==> config.mk <==
export PLATFORM = sky130hd
export DESIGN_NAME = fsc_flash_ctrl_flat
export DESIGN_NICKNAME = d
export VERILOG_FILES = /design/src/hw/fsc_pkg.sv /design/src/hw/fsc_sfr_if.sv /design/src/hw/fsc_cycle_timer.sv /design/src/hw/fsc_flash_ctrl.sv /design/src/flat_wrapper.sv
export SDC_FILE = /design/constraint.sdc
export NUM_CORES = 1
export LEC_CHECK = 0
export CORE_ASPECT_RATIO = 1.25
export CORE_MARGIN = 4
export CORE_UTILIZATION = 50
export CTS_CLUSTER_DIAMETER = 50
export DETAILED_ROUTE_END_ITERATION = 8
export DONT_BUFFER_PORTS = 1
export PLACE_DENSITY = 0.65
export SYNTH_ARGS = -nofsm -noshare
export SYNTH_HDL_FRONTEND = slang
export SYNTH_SLANG_ARGS = --single-unit
==> constraint.sdc <==
create_clock -name pclk -period 2.65 [get_ports pclk]
set_input_delay 0.265 -clock pclk [delete_from_list [all_inputs] [get_ports pclk]]
set_output_delay 0.265 -clock pclk [all_outputs]
set_load 0.05 [all_outputs]
==> src/hw/fsc_pkg.sv <==
// Shared constants for the flash erase and program control block
package fsc_pkg;

  // ---------------------------------------------------------------
  // Special function register addresses
  // ---------------------------------------------------------------
  localparam logic [7:0] SFR_ERASE_COMMAND = 8'h94;
  localparam logic [7:0] SFR_PERMIT        = 8'hb2;
  localparam logic [7:0] SFR_PAGE_SELECT   = 8'hb7;

  // ---------------------------------------------------------------
  // Command patterns and field positions
  // ---------------------------------------------------------------
  localparam logic [7:0] PAT_PAGE_ERASE    = 8'h55;
  localparam logic [7:0] PAT_MASS_ERASE    = 8'haa;
  localparam int         BIT_STORE_PERMIT  = 0;
  localparam int         BIT_MASS_PERMIT   = 1;
  localparam int         PAGE_LSB          = 1;
  localparam int         PAGE_W            = 7;

  // ---------------------------------------------------------------
  // Reset values
  // ---------------------------------------------------------------
  localparam logic [7:0]        RST_ERASE_COMMAND = 8'h00;
  localparam logic              RST_MASS_PERMIT   = 1'h0;
  localparam logic              RST_STORE_PERMIT  = 1'h0;
  localparam logic [PAGE_W-1:0] RST_PAGE_SELECT   = 7'h00;

  // ---------------------------------------------------------------
  // Erase durations in cycles
  // ---------------------------------------------------------------
  localparam int PAGE_ERASE_CYCLES = 2000;
  localparam int MASS_ERASE_CYCLES = 4000;
  localparam int TIMER_W           = 16;

  // ---------------------------------------------------------------
  // Controller APB register offsets and fields
  // ---------------------------------------------------------------
  localparam logic [7:0] APB_CTRL      = 8'h00;
  localparam logic [7:0] APB_SFR_WRITE = 8'h04;
  localparam logic [7:0] APB_STORE     = 8'h08;
  localparam logic [7:0] APB_SFR_READ  = 8'h0c;
  localparam logic [7:0] APB_STATUS    = 8'h10;
  localparam int         CTRL_IRQ_EN   = 0;
  localparam int         CTRL_DEBUG_EN = 1;

endpackage : fsc_pkg

==> src/hw/fsc_sfr_if.sv <==
// Special function register and store bus between core and flash control
`timescale 1ns/1ps
interface fsc_sfr_if;
  logic        sfr_we;
  logic        sfr_re;
  logic [7:0]  sfr_addr;
  logic [7:0]  sfr_wdata;
  logic [7:0]  sfr_rdata;
  logic        store_we;
  logic [15:0] store_addr;
  logic [7:0]  store_data;
  logic        irq_global_en;
  logic        debug_port_en;
  logic        erase_busy;

  modport core
  (
    output sfr_we, sfr_re, sfr_addr, sfr_wdata, store_we, store_addr, store_data,
    output irq_global_en, debug_port_en,
    input  sfr_rdata, erase_busy
  );

  modport dev
  (
    input  sfr_we, sfr_re, sfr_addr, sfr_wdata, store_we, store_addr, store_data,
    input  irq_global_en, debug_port_en,
    output sfr_rdata, erase_busy
  );
endinterface : fsc_sfr_if

==> src/hw/fsc_cycle_timer.sv <==
// Down counter that stays busy for a loaded number of cycles
`timescale 1ns/1ps
module fsc_cycle_timer #(
  parameter int W = 16
)
(
  input  wire logic         pclk,
  input  wire logic         presetn,
  input  wire logic         start,
  input  wire logic [W-1:0] cycles,
  output logic              busy
);

  typedef struct packed {
    logic [W-1:0] count;
    logic         busy;
  } fsc_timer_st_t;

  fsc_timer_st_t q;
  fsc_timer_st_t d;

  if (W < 2)
  begin : g_chk
    $error("fsc_cycle_timer: W must be at least 2");
  end

  // ---------------------------------------------------------------
  // Count
  // ---------------------------------------------------------------
  always_comb
  begin
    d = q;
    if (start)
    begin
      d.count = cycles;
      d.busy  = (cycles != '0);
    end
    else if (q.busy)
    begin
      d.count = q.count - W'(1);
      d.busy  = (q.count > W'(1));
    end
  end

  always_ff @(posedge pclk or negedge presetn)
  begin
    if (!presetn)
      q <= '0;
    else
      q <= d;
  end

  assign busy = q.busy;

endmodule : fsc_cycle_timer

==> src/hw/fsc_flash_ctrl.sv <==
// Flash erase and program control, device end of the register bus
`timescale 1ns/1ps
// Overview of operation
// - Page pattern starts erase of selected page
// - Mass pattern starts whole array erase
// - Other command values change nothing
// - Core writes page select before page erase
// - Mass erase needs permit and debug port
// - Mass permit resets to zero
// - Mass permit serves one mass erase
// - Page select seven bits, pages 0..127
// - Page select serves one page erase
// - Permit clear: stores go to data RAM
// - Permit set: store writes flash byte, store dropped while erase runs
// - Store permit self clears after flash byte
// - Store permit writes ignored while interrupts enabled
module fsc_flash_ctrl #(
  parameter int PAGE_CYCLES = fsc_pkg::PAGE_ERASE_CYCLES,
  parameter int MASS_CYCLES = fsc_pkg::MASS_ERASE_CYCLES
)
(
  input  wire logic                      pclk,
  input  wire logic                      presetn,
  fsc_sfr_if.dev                         bus,
  output logic                           flash_wr,
  output logic [15:0]                    flash_addr,
  output logic [7:0]                     flash_data,
  output logic                           external_data_ram_wr,
  output logic [15:0]                    external_data_ram_addr,
  output logic [7:0]                     external_data_ram_data,
  output logic                           page_erase_start,
  output logic                           mass_erase_start,
  output logic [fsc_pkg::PAGE_W-1:0]     erase_page
);

  typedef struct packed {
    logic                       mass_permit;
    logic                       store_permit;
    logic [fsc_pkg::PAGE_W-1:0] page_sel;
    logic                       page_fresh;
    logic                       start_page;
    logic                       start_mass;
    logic [fsc_pkg::PAGE_W-1:0] erase_page;
    logic                       busy;
    logic [7:0]                 rdata;
    logic                       flash_wr;
    logic [15:0]                flash_addr;
    logic [7:0]                 flash_data;
    logic                       external_data_ram_wr;
    logic [15:0]                external_data_ram_addr;
    logic [7:0]                 external_data_ram_data;
  } fsc_dev_st_t;

  localparam int TW = fsc_pkg::TIMER_W;

  fsc_dev_st_t q;
  fsc_dev_st_t d;
  logic        t_busy;
  logic        erasing;
  logic [TW-1:0] t_cycles;
  logic          page_ok;
  logic          mass_ok;
  logic          start_any;
  logic          rd_permit;

  if (PAGE_CYCLES < 1 || MASS_CYCLES < 1 || PAGE_CYCLES >= (1 << TW) ||
      MASS_CYCLES >= (1 << TW))
  begin : g_chk
    $error("fsc_flash_ctrl: erase cycle counts out of range");
  end

  if (fsc_pkg::PAGE_LSB + fsc_pkg::PAGE_W > 8)
  begin : g_chk_field
    $error("fsc_flash_ctrl: page field does not fit its register");
  end

  if (fsc_pkg::PAT_PAGE_ERASE == fsc_pkg::PAT_MASS_ERASE)
  begin : g_chk_pat
    $error("fsc_flash_ctrl: erase patterns must differ");
  end

  // ---------------------------------------------------------------
  // Erase timer
  // ---------------------------------------------------------------
  assign start_any = q.start_page | q.start_mass;
  assign t_cycles  = q.start_mass ? TW'(MASS_CYCLES) : TW'(PAGE_CYCLES);
  assign erasing   = q.busy | t_busy | start_any;

  fsc_cycle_timer #(
    .W       (TW)
  ) u_timer (
    .pclk    (pclk),
    .presetn (presetn),
    .start   (start_any),
    .cycles  (t_cycles),
    .busy    (t_busy)
  );

  // ---------------------------------------------------------------
  // Command qualification
  // ---------------------------------------------------------------
  assign page_ok   = (bus.sfr_wdata == fsc_pkg::PAT_PAGE_ERASE) && q.page_fresh;
  assign mass_ok   = (bus.sfr_wdata == fsc_pkg::PAT_MASS_ERASE) && q.mass_permit &&
                     bus.debug_port_en;
  assign rd_permit = bus.sfr_re && (bus.sfr_addr == fsc_pkg::SFR_PERMIT);

  // ---------------------------------------------------------------
  // Register writes, commands and stores
  // ---------------------------------------------------------------
  always_comb
  begin
    d            = q;
    d.start_page = 1'b0;
    d.start_mass = 1'b0;
    d.flash_wr   = 1'b0;
    d.external_data_ram_wr    = 1'b0;
    d.rdata      = 8'h00;
    if (bus.sfr_we)
    begin
      unique case (bus.sfr_addr)
        fsc_pkg::SFR_ERASE_COMMAND:
        begin
          if (!erasing)
          begin
            if (page_ok)
            begin
              d.start_page = 1'b1;
              d.erase_page = q.page_sel;
              d.page_fresh = 1'b0;
            end
            else if (mass_ok)
            begin
              d.start_mass  = 1'b1;
              d.mass_permit = 1'b0;
            end
            // Any other value falls through untouched
          end
        end
        fsc_pkg::SFR_PAGE_SELECT:
        begin
          d.page_sel   = bus.sfr_wdata[fsc_pkg::PAGE_LSB +: fsc_pkg::PAGE_W];
          d.page_fresh = 1'b1;
        end
        fsc_pkg::SFR_PERMIT:
        begin
          d.mass_permit = bus.sfr_wdata[fsc_pkg::BIT_MASS_PERMIT];
          if (!bus.irq_global_en)
            d.store_permit = bus.sfr_wdata[fsc_pkg::BIT_STORE_PERMIT];
        end
        default:
        begin
        end
      endcase
    end
    if (bus.store_we)
    begin
      if (q.store_permit)
      begin
        if (!erasing)
        begin
          d.flash_wr     = 1'b1;
          d.flash_addr   = bus.store_addr;
          d.flash_data   = bus.store_data;
          d.store_permit = 1'b0;
        end
      end
      else
      begin
        d.external_data_ram_wr   = 1'b1;
        d.external_data_ram_addr = bus.store_addr;
        d.external_data_ram_data = bus.store_data;
      end
    end
    if (rd_permit)
      d.rdata[fsc_pkg::BIT_STORE_PERMIT] = q.store_permit;
    d.busy = t_busy | d.start_page | d.start_mass | start_any;
  end

  always_ff @(posedge pclk or negedge presetn)
  begin
    if (!presetn)
    begin
      q              <= '0;
      q.mass_permit  <= fsc_pkg::RST_MASS_PERMIT;
      q.store_permit <= fsc_pkg::RST_STORE_PERMIT;
      q.page_sel     <= fsc_pkg::RST_PAGE_SELECT;
    end
    else
      q <= d;
  end

  // ---------------------------------------------------------------
  // Outputs
  // ---------------------------------------------------------------
  assign bus.sfr_rdata    = q.rdata;
  assign bus.erase_busy   = q.busy;
  assign flash_wr         = q.flash_wr;
  assign flash_addr       = q.flash_addr;
  assign flash_data       = q.flash_data;
  assign external_data_ram_wr          = q.external_data_ram_wr;
  assign external_data_ram_addr        = q.external_data_ram_addr;
  assign external_data_ram_data        = q.external_data_ram_data;
  assign page_erase_start = q.start_page;
  assign mass_erase_start = q.start_mass;
  assign erase_page       = q.erase_page;

endmodule : fsc_flash_ctrl

==> src/flat_wrapper.sv <==
// flat-port wrapper written by rule: the top's interface ports become plain ports
module fsc_flash_ctrl_flat 
#(
  parameter int PAGE_CYCLES = fsc_pkg::PAGE_ERASE_CYCLES,
  parameter int MASS_CYCLES = fsc_pkg::MASS_ERASE_CYCLES
)
  (pclk, presetn, flash_wr, flash_addr, flash_data, external_data_ram_wr, external_data_ram_addr, external_data_ram_data, page_erase_start, mass_erase_start, erase_page, bus_sfr_we, bus_sfr_re, bus_sfr_addr, bus_sfr_wdata, bus_store_we, bus_store_addr, bus_store_data, bus_irq_global_en, bus_debug_port_en, bus_sfr_rdata, bus_erase_busy);
  fsc_sfr_if bus_i ();
  input  wire logic pclk;
  input  wire logic presetn;
  output logic flash_wr;
  output logic [15:0] flash_addr;
  output logic [7:0] flash_data;
  output logic external_data_ram_wr;
  output logic [15:0] external_data_ram_addr;
  output logic [7:0] external_data_ram_data;
  output logic page_erase_start;
  output logic mass_erase_start;
  output logic [fsc_pkg::PAGE_W-1:0] erase_page;
  input wire logic [$bits(bus_i.sfr_we)-1:0] bus_sfr_we;
  input wire logic [$bits(bus_i.sfr_re)-1:0] bus_sfr_re;
  input wire logic [$bits(bus_i.sfr_addr)-1:0] bus_sfr_addr;
  input wire logic [$bits(bus_i.sfr_wdata)-1:0] bus_sfr_wdata;
  input wire logic [$bits(bus_i.store_we)-1:0] bus_store_we;
  input wire logic [$bits(bus_i.store_addr)-1:0] bus_store_addr;
  input wire logic [$bits(bus_i.store_data)-1:0] bus_store_data;
  input wire logic [$bits(bus_i.irq_global_en)-1:0] bus_irq_global_en;
  input wire logic [$bits(bus_i.debug_port_en)-1:0] bus_debug_port_en;
  output wire logic [$bits(bus_i.sfr_rdata)-1:0] bus_sfr_rdata;
  output wire logic [$bits(bus_i.erase_busy)-1:0] bus_erase_busy;
  assign bus_i.sfr_we = bus_sfr_we;
  assign bus_i.sfr_re = bus_sfr_re;
  assign bus_i.sfr_addr = bus_sfr_addr;
  assign bus_i.sfr_wdata = bus_sfr_wdata;
  assign bus_i.store_we = bus_store_we;
  assign bus_i.store_addr = bus_store_addr;
  assign bus_i.store_data = bus_store_data;
  assign bus_i.irq_global_en = bus_irq_global_en;
  assign bus_i.debug_port_en = bus_debug_port_en;
  assign bus_sfr_rdata = bus_i.sfr_rdata;
  assign bus_erase_busy = bus_i.erase_busy;
  fsc_flash_ctrl #(.PAGE_CYCLES(PAGE_CYCLES), .MASS_CYCLES(MASS_CYCLES)) u_core (.pclk(pclk), .presetn(presetn), .bus(bus_i), .flash_wr(flash_wr), .flash_addr(flash_addr), .flash_data(flash_data), .external_data_ram_wr(external_data_ram_wr), .external_data_ram_addr(external_data_ram_addr), .external_data_ram_data(external_data_ram_data), .page_erase_start(page_erase_start), .mass_erase_start(mass_erase_start), .erase_page(erase_page));
endmodule
==> impl_results.rst <==
.. list-table::
   :header-rows: 1

   * - Metric
     - Value
   * - Proportion of layout cells with a drive suffix above 1
     - 29.7%
   * - Total number of H-tree levels
     - 3
   * - Total power after layout
     - 2.81 mW
   * - EDFF count, synth
     - 0
   * - Critical-path top delay cell
     - sky130_fd_sc_hd__nor3_2
   * - Length of routed met2 wiring
     - 3.51 mm
   * - #FFs+latches synth
     - 88
   * - Final min period
     - 2.16 ns
   * - Pwr/cell area
     - 708 nW/um2
   * - Arrival @ worst endpoint
     - 2.40 ns
   * - Antenna Diode Count
     - 0
   * - Worst stage delay on the critical path
     - 0.60 ns
   * - Worst-case clock buffer depth
     - 2
   * - Count of pins over their slew limit
     - 0
   * - Final Instance Count excl. Fillers
     - 378
   * - Initial antenna violation count
     - 1
   * - Wire length of the first global-routing pass
     - 11.0 mm
   * - Fill cell total of the finished layout
     - 687
   * - Result of the run
     - finished clean
   * - Total area of multi-input combinational cells
     - 1410 um2
   * - Multiplexer share of the synthesized area
     - 17.1%
   * - Number of top-level design ports
     - 115
   * - Synth Area in Adders
     - 0.604%
   * - Final setup TNS
     - 0 ns
   * - Drt drc
     - 0
   * - IR drop worst, VDD
     - 546 uV
   * - DIE AREA
     - 9810 um2
   * - Rows
     - 36
   * - Critical Path Source Type
     - flip-flop
   * - Worst slew margin
     - 56.9%
   * - CTS root buf
     - sky130_fd_sc_hd__clkbuf_8
   * - Fraction of the mapped netlist area in compound gates
     - 3.17%
   * - Final Cycle Share
     - 81.6%
   * - Capturing element type of the critical path
     - flip-flop
   * - Highest Clock Rate
     - 463 MHz
   * - Die Span Y
     - 110 um
   * - Largest cells by area after synthesis
     - sky130_fd_sc_hd__dfrtp_1, sky130_fd_sc_hd__mux2_2, sky130_fd_sc_hd__buf_4
   * - Highest routing layer actually used
     - met5
   * - Via density per instance
     - 5.51
   * - Most used standard cells in the synthesized netlist
     - sky130_fd_sc_hd__dfrtp_1, sky130_fd_sc_hd__buf_4, sky130_fd_sc_hd__mux2_2
   * - Static leakage
     - 1.89 nW
   * - DRT antenna net count
     - 0
   * - Detailed Route WL
     - 7.00 mm
   * - Synth Cell Area
     - 4140 um2
   * - Inserted Clock Buffers
     - 9
   * - Post-synth top flop
     - sky130_fd_sc_hd__dfrtp_1
   * - Post-synth top area cell
     - sky130_fd_sc_hd__dfrtp_1
   * - XOR/XNOR share of the synthesized area
     - 1.90%
   * - Most common cell in the synthesized netlist
     - sky130_fd_sc_hd__dfrtp_1
   * - Number of global-route vias before repair
     - 2152
   * - Core ar.
     - 7930 um2
   * - Global placer's final weighted congestion
     - 0.726
   * - Post-route met1 wirelength
     - 2.65 mm
   * - Net switching power of the design
     - 944 uW
   * - RSZ-0062 raised after global routing
     - no
   * - Final hold viol count
     - 0
   * - Worst path cell trace
     - nor2_1 -> nand3_1 -> nor3_2 -> mux2_2
   * - Layout area overhead
     - -4.29%
   * - Slew at the pin closest to its max-slew limit
     - 0.644 ns
   * - Sum of met3 wire segment lengths after detailed routing
     - 696 um
   * - Total number of vias
     - 2081
   * - Number of nets at the end of the flow
     - 330
   * - Worst hold margin
     - 0.0459 ns
   * - Number of warning messages in the yosys log
     - 0
   * - Cells after Synth
     - 330
   * - Share of synthesized cell area in and, or, nand and nor gates
     - 10.6%
   * - Path category of the worst min-delay check
     - in2reg
   * - Comb power frac
     - 6.5%
   * - Worst-path fanout max
     - 7
   * - First-pass iteration count of the detailed router
     - 4
   * - Net switching fraction of the power
     - 33.6%
   * - Final number of setup-violating endpoints
     - 0
   * - Starting utilization of the core area
     - 52.2%
   * - Clock transition at the registers of the reported paths
     - 0.08 ns
   * - Yosys top cell area share
     - 53.2%
   * - Area occupied by registers
     - 2200 um2
   * - Worst Skew
     - 0.00927 ns
   * - Final standard cell utilization of the core
     - 50.0%
   * - Die width
     - 89.4 um
   * - Remaining global-route overflow
     - 0
   * - Count of buffering cells on the critical path with inverters included
     - 0
   * - Number of maximum-capacitance violations
     - 0
   * - Unique masters post-synth
     - 45
   * - Sink Count
     - 88
   * - Overall Global Routing Usage
     - 15.0%
   * - Req. time, crit path
     - 2.88 ns
   * - Clock tree from TritonCTS
     - yes
   * - Maximum number of pins on one net before global-route repair
     - 89
   * - Clock Power Share
     - 26.5%
   * - Post-synthesis async set-or-reset flop share
     - 100%
   * - Average routed wire per standard cell
     - 18.5 um
   * - Port buffer count
     - 0
   * - Kind of cell adding the most delay to the critical path
     - simple AND/OR/NAND/NOR gates
   * - Violation count after the first detailed-route iteration
     - 111
   * - Mean post-synth cell area
     - 12.5 um2
   * - Internal power summed over all cells
     - 1.86 mW
   * - Dpl cells
     - 363
   * - Later-pin clock latency in the skew report
     - 0.35 ns
   * - Category of the critical setup timing path
     - reg2reg
   * - Relative contribution of sequential cells to total power
     - 67.0%
   * - Main combinational cell family by area after synthesis
     - multiplexers
   * - Sequential share of the synthesized area
     - 53.2%
   * - Detail Placement HPWL
     - 4.84 mm
-- area by class of cell --
class	count	area share (%)
sequential	88	55.6
clock inverter	2	0.253
inverter	6	0.568
multi-input combinational	170	35.6
clock buffer	11	3.31
timing repair buffer	6	1.70
tap	95	3.00
-- state kept, by name, indices dropped and copies added, names as in the netlist, 7 cells and up --
name / flops
u_core.external_data_ram_addr: 16
u_core.flash_addr: 16
u_core.erase_page: 7
u_core.external_data_ram_data: 8
u_core.flash_data: 8
u_core.u_timer.q: 16
u_core.q: 10
-- cell usage in the layout (no fill, tap or decap), drive strengths merged, types with 6 or more instances in the layout --
cell    Yosys  routed
dfrtp      88      88
mux2       62      62
nor2       14      14
clkbuf      4      11
nand2       9       9
a21oi       7       7
conb        1       7
inv         6       6
nand3       6       6
or3         6       6
o21ai       6       6
xor2        6       6
-- worst paths after layout --
path	from	end	slack (ns)	depth (start not counted)
max reg2reg	u_core.mass_erase_start$_DFF_PN0_	u_core.erase_page[6]$_DFFE_PN0P_	0.49	4
min	bus_store_data[0]	u_core.flash_data[0]$_DFFE_PN0P_	0.05	1
min in group asynchronous	presetn	u_core.u_timer.q[14]$_DFFE_PN0P_	0.47	2
max	u_core.mass_erase_start$_DFF_PN0_	u_core.erase_page[6]$_DFFE_PN0P_	0.49	4
min reg2reg	u_core.q[68]$_DFFE_PN0P_	u_core.q[68]$_DFFE_PN0P_	0.49	1
max in group asynchronous	presetn	u_core.q[71]$_DFFE_PN0P_	1.81	2
-- stage by stage --
step / setup WS (ns) / area [um2]
CTS: 0.471 / 3960
global route: 0.298 / 3960
finish: 0.488 / 3960
floorplan: 0.535 / 4160
global placement: 0.541 / 3780
detailed placement: 0.504 / 3780
-- cells by family (layout without fill, tap and decap cells) --
logic type | after synthesis | count (layout)
compound gates | 21 | 21
flops | 88 | 88
buf+inv | 78 | 25
simple gates | 68 | 68
xor+xnor | 9 | 9
mux | 63 | 63
other cells | 1 | 7
fa+ha+maj | 2 | 2
-- routing by layer --
layer / vias to the layer above / global-route usage (%)
met5: - / 0
met4: 2 / 6.38
met3: 14 / 7.80
met2: 69 / 23.2
met1: 1022 / 17.3
li1: 974 / -
-- power groups by stage --
| stage | combinational, mW | sequential, mW | clock, mW |
|---|---|---|---|
| global placement | 0.147 | 1.91 | 0 |
| detailed placement | 0.154 | 1.91 | 0 |
| global route | 0.204 | 1.90 | 0.835 |
| CTS | 0.186 | 1.89 | 0.776 |
| floorplan | 0.666 | 1.52 | 0 |
| finish | 0.181 | 1.88 | 0.745 |
-- repair_timing --
item	CTS	global route
endpoints found under the hold margin	88	0
hold buffers	2	0
resized for setup	0	0
setup buffers	0	0
No activity file was read; power rests on OpenSTA's default activity.
